===== src/rtl/ahs_cfg.svh =====
/*
 * Constants of the address history stack: offsets, field positions,
 * reset values and widths.
 * Assumes it is included by bare name from design files of this block.
 */
`ifndef AHS_CFG_SVH
`define AHS_CFG_SVH

// ----------------------------------------------------------------------
// Register offsets.
// ----------------------------------------------------------------------
`define AHS_CTRL_A_OFS 8'h0A
`define AHS_LOST_SLOT_OFS 8'h4E
`define AHS_OLDER_SLOT_OFS 8'h4F

// ----------------------------------------------------------------------
// Field positions and reset values.
// ----------------------------------------------------------------------
`define AHS_BANK_BIT_POS 4
`define AHS_BANK_RST 1'b0
`define AHS_ENTRY_RST 8'h00
`define AHS_DATA_W 8
`define AHS_DEPTH 4
`define AHS_LOST_IDX 2
`define AHS_OLDER_IDX 3

`endif


===== src/rtl/ahs_pkg.sv =====
/*
 * Types shared by the address history stack design files.
 * Assumes nothing beyond a SystemVerilog compiler.
 */
`default_nettype none
package ahs_pkg;

    // Bus access state; Gray codes along idle, latched, read.
    typedef enum logic [1:0] {
        AHS_ST_IDLE = 2'b00,
        AHS_ST_LATCHED = 2'b01,
        AHS_ST_READ = 2'b11,
        AHS_ST_WRITE = 2'b10
    } ahs_state_t;

endpackage
`default_nettype wire


===== src/rtl/ahs_stack.sv =====
/*
 * Shift stack of latched register addresses; entry 0 is the newest.
 * Assumes push_i is a single-cycle pulse in the clock_i domain.
 */
`timescale 1ns/1ps
`default_nettype none
`include "ahs_cfg.svh"

module ahs_stack #(
    parameter int DEPTH = `AHS_DEPTH,
    parameter int WIDTH = `AHS_DATA_W
) (
    // Clock and reset.
    input wire logic clock_i,
    input wire logic nrst_i,
    // Push port.
    input wire logic push_i,
    input wire logic [WIDTH-1:0] data_i,
    // Stored entries, newest in index 0.
    output logic [DEPTH-1:0][WIDTH-1:0] entries_o
);

    logic [DEPTH-1:0][WIDTH-1:0] entry_r;
    logic [DEPTH-1:0][WIDTH-1:0] entry_nxt;

    // A push moves every entry one older and drops the oldest one.
    always_comb begin
        entry_nxt = entry_r;
        if (push_i) begin
            entry_nxt[0] = data_i; // RULE_03
            for (int i = 1; i < DEPTH; i++) begin
                entry_nxt[i] = entry_r[i-1]; // RULE_04
            end
        end
    end

    // Registers only.
    always_ff @(posedge clock_i or negedge nrst_i) begin
        if (!nrst_i) begin
            entry_r <= '0;
        end else begin
            entry_r <= entry_nxt;
        end
    end

    assign entries_o = entry_r;

endmodule // ahs_stack
`default_nettype wire


===== src/rtl/ahs_top.sv =====
/*
 * Address history stack behind the multiplexed byte-wide host bus.
 * Assumes the host drives ALE, chip select, read and write strobes
 * asynchronously; all pins are synchronised to clock_i at 100 MHz.
 */
// Functional notes
// RULE_01: Stack readable at 4Eh and 4Fh, bank one.
// RULE_02: Address captured on falling address latch strobe.
// RULE_03: Each capture pushes; new address becomes current.
// RULE_04: Four entries deep; oldest entry dropped.
// RULE_05: Host latches 0Ah to set bank select.
// RULE_06: After 0Ah, 4Eh, read gives lost address.
// RULE_07: Host sets bank select before extended access.
// RULE_08: Stack slots are read-only; writes ignored.
`timescale 1ns/1ps
`default_nettype none
`include "ahs_cfg.svh"

module ahs_top
    import ahs_pkg::*;
#(
    parameter int WIDTH = `AHS_DATA_W
) (
    // Clock and reset.
    input wire logic clock_i,
    input wire logic nrst_i,
    // Host bus strobes, asynchronous pins.
    input wire logic ale_i,
    input wire logic cs_n_i,
    input wire logic rd_n_i,
    input wire logic wr_n_i,
    // Multiplexed address/data lines.
    input wire logic [WIDTH-1:0] ad_i,
    output logic [WIDTH-1:0] ad_o,
    output logic ad_oe_o,
    // Extended bank selection state.
    output logic bank_select_bit_o
);

    // ------------------------------------------------------------------
    // Helpers.
    // ------------------------------------------------------------------
    // Decodes an offset that falls on one of the two stack slots.
    function automatic logic is_stack_ofs(input logic [WIDTH-1:0] a);
        return (a == `AHS_LOST_SLOT_OFS) || (a == `AHS_OLDER_SLOT_OFS);
    endfunction

    // ------------------------------------------------------------------
    // Pin synchronisers.
    // ------------------------------------------------------------------
    logic ale_q1, ale_q2, ale_d_r;
    logic cs_n_q1, cs_n_q2;
    logic rd_n_q1, rd_n_q2, rd_n_d_r;
    logic wr_n_q1, wr_n_q2, wr_n_d_r;
    logic [WIDTH-1:0] ad_q1, ad_q2;

    // Two stages per pin, a third on ALE, read and write for edges; logic never reads the first stage.
    always_ff @(posedge clock_i or negedge nrst_i) begin
        if (!nrst_i) begin
            ale_q1 <= 1'b0;
            ale_q2 <= 1'b0;
            ale_d_r <= 1'b0;
            cs_n_q1 <= 1'b1;
            cs_n_q2 <= 1'b1;
            rd_n_q1 <= 1'b1;
            rd_n_q2 <= 1'b1;
            rd_n_d_r <= 1'b1;
            wr_n_q1 <= 1'b1;
            wr_n_q2 <= 1'b1;
            wr_n_d_r <= 1'b1;
            ad_q1 <= '0;
            ad_q2 <= '0;
        end else begin
            ale_q1 <= ale_i;
            ale_q2 <= ale_q1;
            ale_d_r <= ale_q2;
            cs_n_q1 <= cs_n_i;
            cs_n_q2 <= cs_n_q1;
            rd_n_q1 <= rd_n_i;
            rd_n_q2 <= rd_n_q1;
            rd_n_d_r <= rd_n_q2;
            wr_n_q1 <= wr_n_i;
            wr_n_q2 <= wr_n_q1;
            wr_n_d_r <= wr_n_q2;
            ad_q1 <= ad_i;
            ad_q2 <= ad_q1;
        end
    end

    // ------------------------------------------------------------------
    // Strobe edges.
    // ------------------------------------------------------------------
    // The address lines share the strobe's delay, so the byte sampled
    // with the edge is the one present when the strobe fell.
    logic push_w, rd_fall_w, rd_rise_w, wr_fall_w, wr_rise_w;
    assign push_w = ale_d_r && !ale_q2 && !cs_n_q2; // RULE_02
    assign rd_fall_w = rd_n_d_r && !rd_n_q2 && !cs_n_q2;
    assign rd_rise_w = !rd_n_d_r && rd_n_q2;
    assign wr_fall_w = wr_n_d_r && !wr_n_q2 && !cs_n_q2;
    assign wr_rise_w = !wr_n_d_r && wr_n_q2;

    // ------------------------------------------------------------------
    // History stack.
    // ------------------------------------------------------------------
    logic [`AHS_DEPTH-1:0][WIDTH-1:0] stack_w;

    ahs_stack #(
        .DEPTH(`AHS_DEPTH),
        .WIDTH(WIDTH)
    ) u_stack (
        .clock_i(clock_i),
        .nrst_i(nrst_i),
        .push_i(push_w), // RULE_03
        .data_i(ad_q2),
        .entries_o(stack_w)
    );

    // ------------------------------------------------------------------
    // Bus access sequencing and registers.
    // ------------------------------------------------------------------
    ahs_state_t state_r, state_nxt;
    logic [WIDTH-1:0] addr_r, addr_nxt;
    logic bank_r, bank_nxt;
    logic [WIDTH-1:0] ad_o_r, ad_o_nxt;
    logic ad_oe_r, ad_oe_nxt;
    logic readable_w;
    logic [WIDTH-1:0] rdata_w;

    // Read mux; unmapped offsets leave the lines undriven.
    always_comb begin
        readable_w = 1'b0;
        rdata_w = '0;
        if (addr_r == `AHS_CTRL_A_OFS) begin
            readable_w = 1'b1;
            rdata_w[`AHS_BANK_BIT_POS] = bank_r;
        end else if (bank_r && is_stack_ofs(addr_r)) begin
            readable_w = 1'b1; // RULE_01
            rdata_w = (addr_r == `AHS_LOST_SLOT_OFS) ?
                stack_w[`AHS_LOST_IDX] : stack_w[`AHS_OLDER_IDX]; // RULE_06
        end
    end

    // A new address latch always wins over a pending access.
    always_comb begin
        state_nxt = state_r;
        addr_nxt = addr_r;
        bank_nxt = bank_r;
        if (push_w) begin
            addr_nxt = ad_q2;
            state_nxt = AHS_ST_LATCHED;
        end else begin
            case (state_r)
                AHS_ST_IDLE: begin
                    state_nxt = AHS_ST_IDLE;
                end
                AHS_ST_LATCHED: begin
                    if (rd_fall_w) begin
                        state_nxt = AHS_ST_READ;
                    end else if (wr_fall_w) begin
                        state_nxt = AHS_ST_WRITE;
                    end
                end
                AHS_ST_READ: begin
                    if (rd_rise_w) begin
                        state_nxt = AHS_ST_LATCHED;
                    end
                end
                AHS_ST_WRITE: begin
                    if (wr_rise_w) begin
                        state_nxt = AHS_ST_LATCHED;
                        // Only the control register takes data; a write
                        // to a stack slot changes nothing stored.
                        if (addr_r == `AHS_CTRL_A_OFS) begin // RULE_08
                            bank_nxt = ad_q2[`AHS_BANK_BIT_POS];
                        end
                    end
                end
                default: begin
                    state_nxt = AHS_ST_IDLE;
                end
            endcase
        end
        ad_oe_nxt = (state_nxt == AHS_ST_READ) && readable_w;
        ad_o_nxt = ad_oe_nxt ? rdata_w : '0;
    end

    // Registers only.
    always_ff @(posedge clock_i or negedge nrst_i) begin
        if (!nrst_i) begin
            state_r <= AHS_ST_IDLE;
            addr_r <= `AHS_ENTRY_RST;
            bank_r <= `AHS_BANK_RST;
            ad_o_r <= '0;
            ad_oe_r <= 1'b0;
        end else begin
            state_r <= state_nxt;
            addr_r <= addr_nxt;
            bank_r <= bank_nxt;
            ad_o_r <= ad_o_nxt;
            ad_oe_r <= ad_oe_nxt;
        end
    end

    assign ad_o = ad_o_r;
    assign ad_oe_o = ad_oe_r;
    assign bank_select_bit_o = bank_r;
endmodule // ahs_top
`default_nettype wire

===== config.mk =====
export PLATFORM = sky130hd
export DESIGN_NAME = ahs_top
export DESIGN_NICKNAME = d
export VERILOG_FILES = /design/src/rtl/ahs_pkg.sv /design/src/rtl/ahs_stack.sv /design/src/rtl/ahs_top.sv
export VERILOG_INCLUDE_DIRS = /design/src /design/src/rtl
export SDC_FILE = /design/constraint.sdc
export NUM_CORES = 1
export LEC_CHECK = 0
export BUFFER_PORTS_ARGS = -buffer_cell sky130_fd_sc_hd__buf_2
export CAP_MARGIN = 40
export CORE_ASPECT_RATIO = 0.7
export CORE_MARGIN = 8
export CORE_UTILIZATION = 50
export CTS_CLUSTER_DIAMETER = 50
export DETAILED_ROUTE_END_ITERATION = 10
export PLACE_DENSITY = 0.78
export SYNTH_ARGS = -nofsm -noshare
export SYNTH_HDL_FRONTEND = slang
export SYNTH_HIERARCHICAL = 1
export SYNTH_SLANG_ARGS = --single-unit

===== constraint.sdc =====
create_clock -name clock_i -period 3.3 [get_ports clock_i]
set_input_delay 0.495 -clock clock_i [delete_from_list [all_inputs] [get_ports clock_i]]
set_output_delay 0.495 -clock clock_i [all_outputs]
set_load 0.005 [all_outputs]

### Word level (Yosys, flattened, before mapping)

Cells that the tools add are included.

| storage, ports and cells | value |
|---|---|
| flip-flop bits (word level) | 71 |
| latch bits | 0 |
| RAM bits | 0 |
| memory bits (read-only) | 0 |
| memories kept | 0 |

| operators by class | value |
|---|---|
| $add $sub $neg | 0 |
| $mul | 0 |
| div/mod/pow operators | 0 |
| magnitude comparators | 0 |
| eq/ne operators | 7 |
| shift-type cells | 0 |
| muxes and demuxes | 14 |
| bitwise logic cells | 1 |
| reductions and logical operators | 19 |

Operators with widths:

| operator | count |
|---|---|
| $mux W8 | 3 |
| $eq A8 B7 Y1 const B | 2 |
| $logic_and A1 B1 Y1 | 10 |
| $mux W2 | 5 |
| $eq A8 B4 Y1 const B | 1 |
| $pmux W2 S4 | 1 |
| $eq A2 B2 Y1 const B | 3 |
| $logic_not A1 Y1 | 6 |
| $mux W4 | 1 |
| $reduce_and A4 Y1 | 1 |
| $mux W1 | 3 |
| $mux W3 | 1 |
| $eq A2 B1 Y1 const B | 1 |
| $logic_not A2 Y1 | 1 |
| $logic_or A1 B1 Y1 | 1 |
| $not A1 Y1 | 1 |

### Longest topological paths before layout

| depth | value |
|---|---|
| depth in word-level cells | 10 |
| mapped depth | 5 |

### By module

The synthesis kept the hierarchy.

By module, submodules not included:

| module | times used | cells an instance | area each (um^2) | seq. area each (um^2) |
|---|---|---|---|---|
| ahs_top | 1 | 101 | 1656.6 | 1186.1 |
| ahs_stack | 1 | 68 | 1345.0 | 800.8 |

### Least setup slack after synthesis

OpenSTA, ideal clock, no wires.

| timing path | value |
|---|---|
| kind | register -> register |
| from | register cs_n_q2 |
| to | register u_stack.entry_r, in the netlist u_stack/entries_o[0] |
| library setup time | 125 ps |
| arrival time | 1442 ps |
| setup slack | 1732 ps |
| cell stages (with the launch flop) | 6 |
| path buffers | 3 |
| cell sequence | dfstp_2 > nor3b_1 > buf_2 > buf_6 > buf_12 > mux2_4 |

| between the ends | value |
|---|---|
| cells in the longest elaborated chain, start to end | 2 |

RTL lines:

| element | RTL line | RTL |
|---|---|---|
| from (decl) | ahs_top.sv:52 | `logic cs_n_q1, cs_n_q2;` |
| from (signal assigned) | ahs_top.sv:78 | `cs_n_q2 <= cs_n_q1;` |
| $logic_not A1 Y1 | ahs_top.sv:96 | `assign push_w = ale_d_r && !ale_q2 && !cs_n_q2;` |
| $logic_and A1 B1 Y1 | ahs_top.sv:96 |  |
| named net push_w | ahs_top.sv:95 | `logic push_w, rd_fall_w, rd_rise_w, wr_fall_w, wr_rise_w;` |
| to (signal assigned) | ahs_stack.sv:42 | `entry_r <= entry_nxt;` |
| to (decl) | ahs_stack.sv:23 | `logic [DEPTH-1:0][WIDTH-1:0] entry_r;` |

The timed path passes the listed nets, and every way through them passes these cells.
A chain may end at the register's enable or synchronous reset.

### Worst setup path after layout

| timing path | value |
|---|---|
| from | register addr_r[5] |
| to | register ad_o_r[6] (netlist: ad_o[6]) |

| between the ends | value |
|---|---|
| cells in the longest elaborated chain, start to end | 7 |
| elaborated cells between the ends (all ways) | 12 |
| those cells by class | eq/ne: 3; mux: 6; reduce/logical: 3 |

RTL lines:

| element | RTL line | RTL |
|---|---|---|
| from (decl) | ahs_top.sv:122 | `logic [WIDTH-1:0] addr_r, addr_nxt;` |
| from (signal assigned) | ahs_top.sv:191 | `` addr_r <= `AHS_ENTRY_RST; `` |
| from (signal assigned) | ahs_top.sv:197 | `addr_r <= addr_nxt;` |
| $eq A8 B7 Y1 (no line) | -- |  |
| $logic_or A1 B1 Y1 | ahs_top.sv:45 | `` return (a == `AHS_LOST_SLOT_OFS) \|\| (a == `AHS_OLDER_SLOT_OFS); `` |
| $logic_and A1 B1 Y1 | ahs_top.sv:136 | `end else if (bank_r && is_stack_ofs(addr_r)) begin` |
| $mux W1 | ahs_top.sv:136 |  |
| $mux W1 | ahs_top.sv:133 | `` if (addr_r == `AHS_CTRL_A_OFS) begin `` |
| $logic_and A1 B1 Y1 | ahs_top.sv:183 | `ad_oe_nxt = (state_nxt == AHS_ST_READ) && readable_w;` |
| $mux W8 * | ahs_top.sv:184 | `ad_o_nxt = ad_oe_nxt ? rdata_w : '0;` |
| named net ad_o_nxt[6] | ahs_top.sv:124 | `logic [WIDTH-1:0] ad_o_r, ad_o_nxt;` |
| to (signal assigned) | ahs_top.sv:199 | `ad_o_r <= ad_o_nxt;` |
| to (decl) | ahs_top.sv:124 |  |

Mark *: on every way through the listed nets, which the timed path passes. The rest lies on a longest branch.

==> impl_metrics.env <==
export IMPL_synth_fp_nets=183
export IMPL_synth_async_reset_ratio=1.00
export IMPL_yosys_register_bits=79
export IMPL_cp_arrival_ns=1.97
export IMPL_fin_total_pwr_uw=2350
export IMPL_grtUsageMet3=0.0585
export IMPL_rr_startpoint="addr_r[5]"
export IMPL_synth_edf_count=0
export IMPL_cts_tree="yes"
export IMPL_slowest_stage="nor3_4"
export IMPL_fin_skew_ns=0.0124
export IMPL_power_density_nw_per_um2=695
export IMPL_grt_overflow_total=0
export IMPL_rows=23
export IMPL_ys_types=31
export IMPL_grt_antenna_before_repair=0
export IMPL_grt_pass1_wl_microns=7980
export IMPL_status="finished, final reports clean"
export IMPL_nets=215
export IMPL_first_pass_iters=4
export IMPL_max_freq_ghz=0.570
export IMPL_cp_cell_sequence="or3_4 > nor3_4 > mux2i_1 > nor3_2"
export IMPL_min_period_over_period=0.532
export IMPL_clock_latency_ns=0.35
export IMPL_yosysWarningCount=6
export IMPL_cts_buffer_depth=2
export IMPL_synth_avg_cell_area_sq_um=17.8
export IMPL_final_setup_tns_ns=0
export IMPL_rr_worst_depth=4
export IMPL_ir_worst_vdd_v=0.000389
export IMPL_drv_cap=0
export IMPL_num_vias=1427
export IMPL_ff2ff_setup_slack_ns=1.55
export IMPL_numCtsBuffers=9
export IMPL_grt_pass1_vias=1604
export IMPL_drive_gt1_frac=0.500
export IMPL_num_io_pins=24
export IMPL_leakagePower_uw=0.00152
export IMPL_die_h_microns=80.8
export IMPL_dp_slack_ns=1.53
export IMPL_antenna_left=0
export IMPL_holdPathEnd="wr_n_q1"
export IMPL_syn_inst=169
export IMPL_whs_path_depth=1
export IMPL_yosysSeqAreaShare=0.662
export IMPL_hold_ws_ns=0.245
export IMPL_crit_fanout=7
export IMPL_slew_headroom=0.643
export IMPL_crit_path_start_kind="flop"
export IMPL_synthesis_area_sq_um=3000
export IMPL_final_common_cell="dfrtp_1"
export IMPL_setup_violations_final=0
export IMPL_mostFrequentLayoutCells="71 x dfrtp_1, 30 x mux2_4, 22 x buf_2, 11 x mux2_2, 9 x clkbuf_8"
export IMPL_ctsResizeCount=0
export IMPL_synth_flop_cell="dfrtp_1"
export IMPL_remaining_drc_errors=0
export IMPL_worstMarginPinSlew_ns=0.534
export IMPL_routedWlPerCell_microns=16.3
export IMPL_final_hold_violation_count=0
export IMPL_critical_path_class="flop to flop"
export IMPL_cpPeakStageDelay_ns=0.48
export IMPL_cp_data_required_time_ns=3.52
export IMPL_detail_route_vias_per_cell=5.08
export IMPL_final_period_minus_worst_setup_slack_ns=1.75
export IMPL_grt_usage=0.121
export IMPL_rsz0062_at_grt="no"
export IMPL_hold_class="input pin to flop"
export IMPL_start_util=0.522
export IMPL_grt_max_degree=64
export IMPL_core_area_sq_um=5760
export IMPL_grt_most_used_layer="met2"
export IMPL_place_gp_congestion=0.731
export IMPL_cp_end_kind="flop"
export IMPL_drv_slew=0
export IMPL_met1_usage=0.146
export IMPL_cts_root_buf="clkbuf_8"
export IMPL_n_antenna_cell=0
export IMPL_numPortBuffers=23
export IMPL_dp_hpwl_microns=3050
export IMPL_setup_ws_ns=1.55
export IMPL_min_delay_start="wr_n_i"
export IMPL_clk_pin_slew_worst_paths_ns=0.08
export IMPL_htree_num_levels=3
export IMPL_dieArea_sq_um=8780
export IMPL_grtUsageMet2=0.183
export IMPL_wirelength_microns=4580
export IMPL_chipWidth_microns=109
export IMPL_drt_initial_drc_count=40
export IMPL_area_delta_synth_final_pct=12.8
export IMPL_clock_sinks=79
export IMPL_reg2reg_to="ad_o[6]"
## cell families (layout without fill, tap and decap cells)
group,after synthesis,in the layout,synth area share
and+or+nand+nor,28,28,0.0775
buffers and inverters,8,45,0.0296
AOI/OAI and AO/OA,5,5,0.0125
DFF,79,79,0.662
muxes,49,49,0.218
## stage by stage
step	cell area, sq um	utilization	std cells
floorplan	3000	-	169
global placement	3150	0.548	263
detailed placement	3180	0.552	264
CTS	3390	0.588	281
global route	3390	0.588	281
finish	3390	0.588	281
## power breakdown
group | internal (uW) | switching, uW | total, uW
Combinational | 246 | 126 | 372
Sequential | 1160 | 129 | 1280
Clock | 353 | 344 | 697
## cell usage after synthesis (all sizes together), types with 2 or more instances
master / number / area share
dfrtp: 71 / 0.59
mux2: 42 / 0.20
nor3: 11 / 0.035
dfstp: 8 / 0.070
mux2i: 7 / 0.023
buf: 6 / 0.027
inv: 2 / 0.0025
nand2: 2 / 0.0025
nand3b: 2 / 0.0050
nor2: 2 / 0.0025
nor2b: 2 / 0.0042
## area by class of cell
| cell class | count | area (sq um) |
|---|---|---|
| fill | 456 | 2370 |
| sequential | 79 | 1990 |
| multi-input combinational | 82 | 931 |
| timing repair buffer | 27 | 170 |
| clock buffer | 10 | 128 |
| tap | 75 | 93.8 |
| clock inverter | 6 | 70.1 |
| inverter | 2 | 7.51 |
## worst max-delay path, delay by kind of cell (launching register included)
kind	cells	cell delay [ns]
AND/OR/NAND/NOR	3	0.96
multiplexers	1	0.29
flip-flops	1	0.38
## per-layer routing
metal | share of wire | vias up
met1 | 0.48 | 727
met2 | 0.45 | 34
met4 | 0.013 | 0
met5 | 0 | -
met3 | 0.056 | 7
li1 | - | 659
## worst max path at each step
stage	start	depth (start not counted)	end	slack, ns
after global placement	addr_r[5]	4	ad_o[5]	1.62
final	addr_r[5]	4	ad_o[6]	1.55
after CTS	addr_r[5]	4	ad_o[6]	1.52
after detailed placement	addr_r[5]	4	ad_o[6]	1.53
after global routing	addr_r[5]	4	ad_o[7]	1.44
after floorplan	cs_n_q2	5	u_stack/entries_o[0]	1.73
## sequential cells by signal, indices dropped and copies added (netlist names), 2 cells and up
signal and count:
state_r 2, ad_q1 8, u_stack/entries_o 32, ad_q2 8
ad_o 8, addr_r 8
## repair_timing
| action | CTS | global route |
|---|---|---|
| hold buffers | 1 | 0 |
| buffers inserted | 0 | 0 |
| endpoints found under the hold margin | 16 | 0 |
Note: power is estimated with default switching activity, not from simulation.
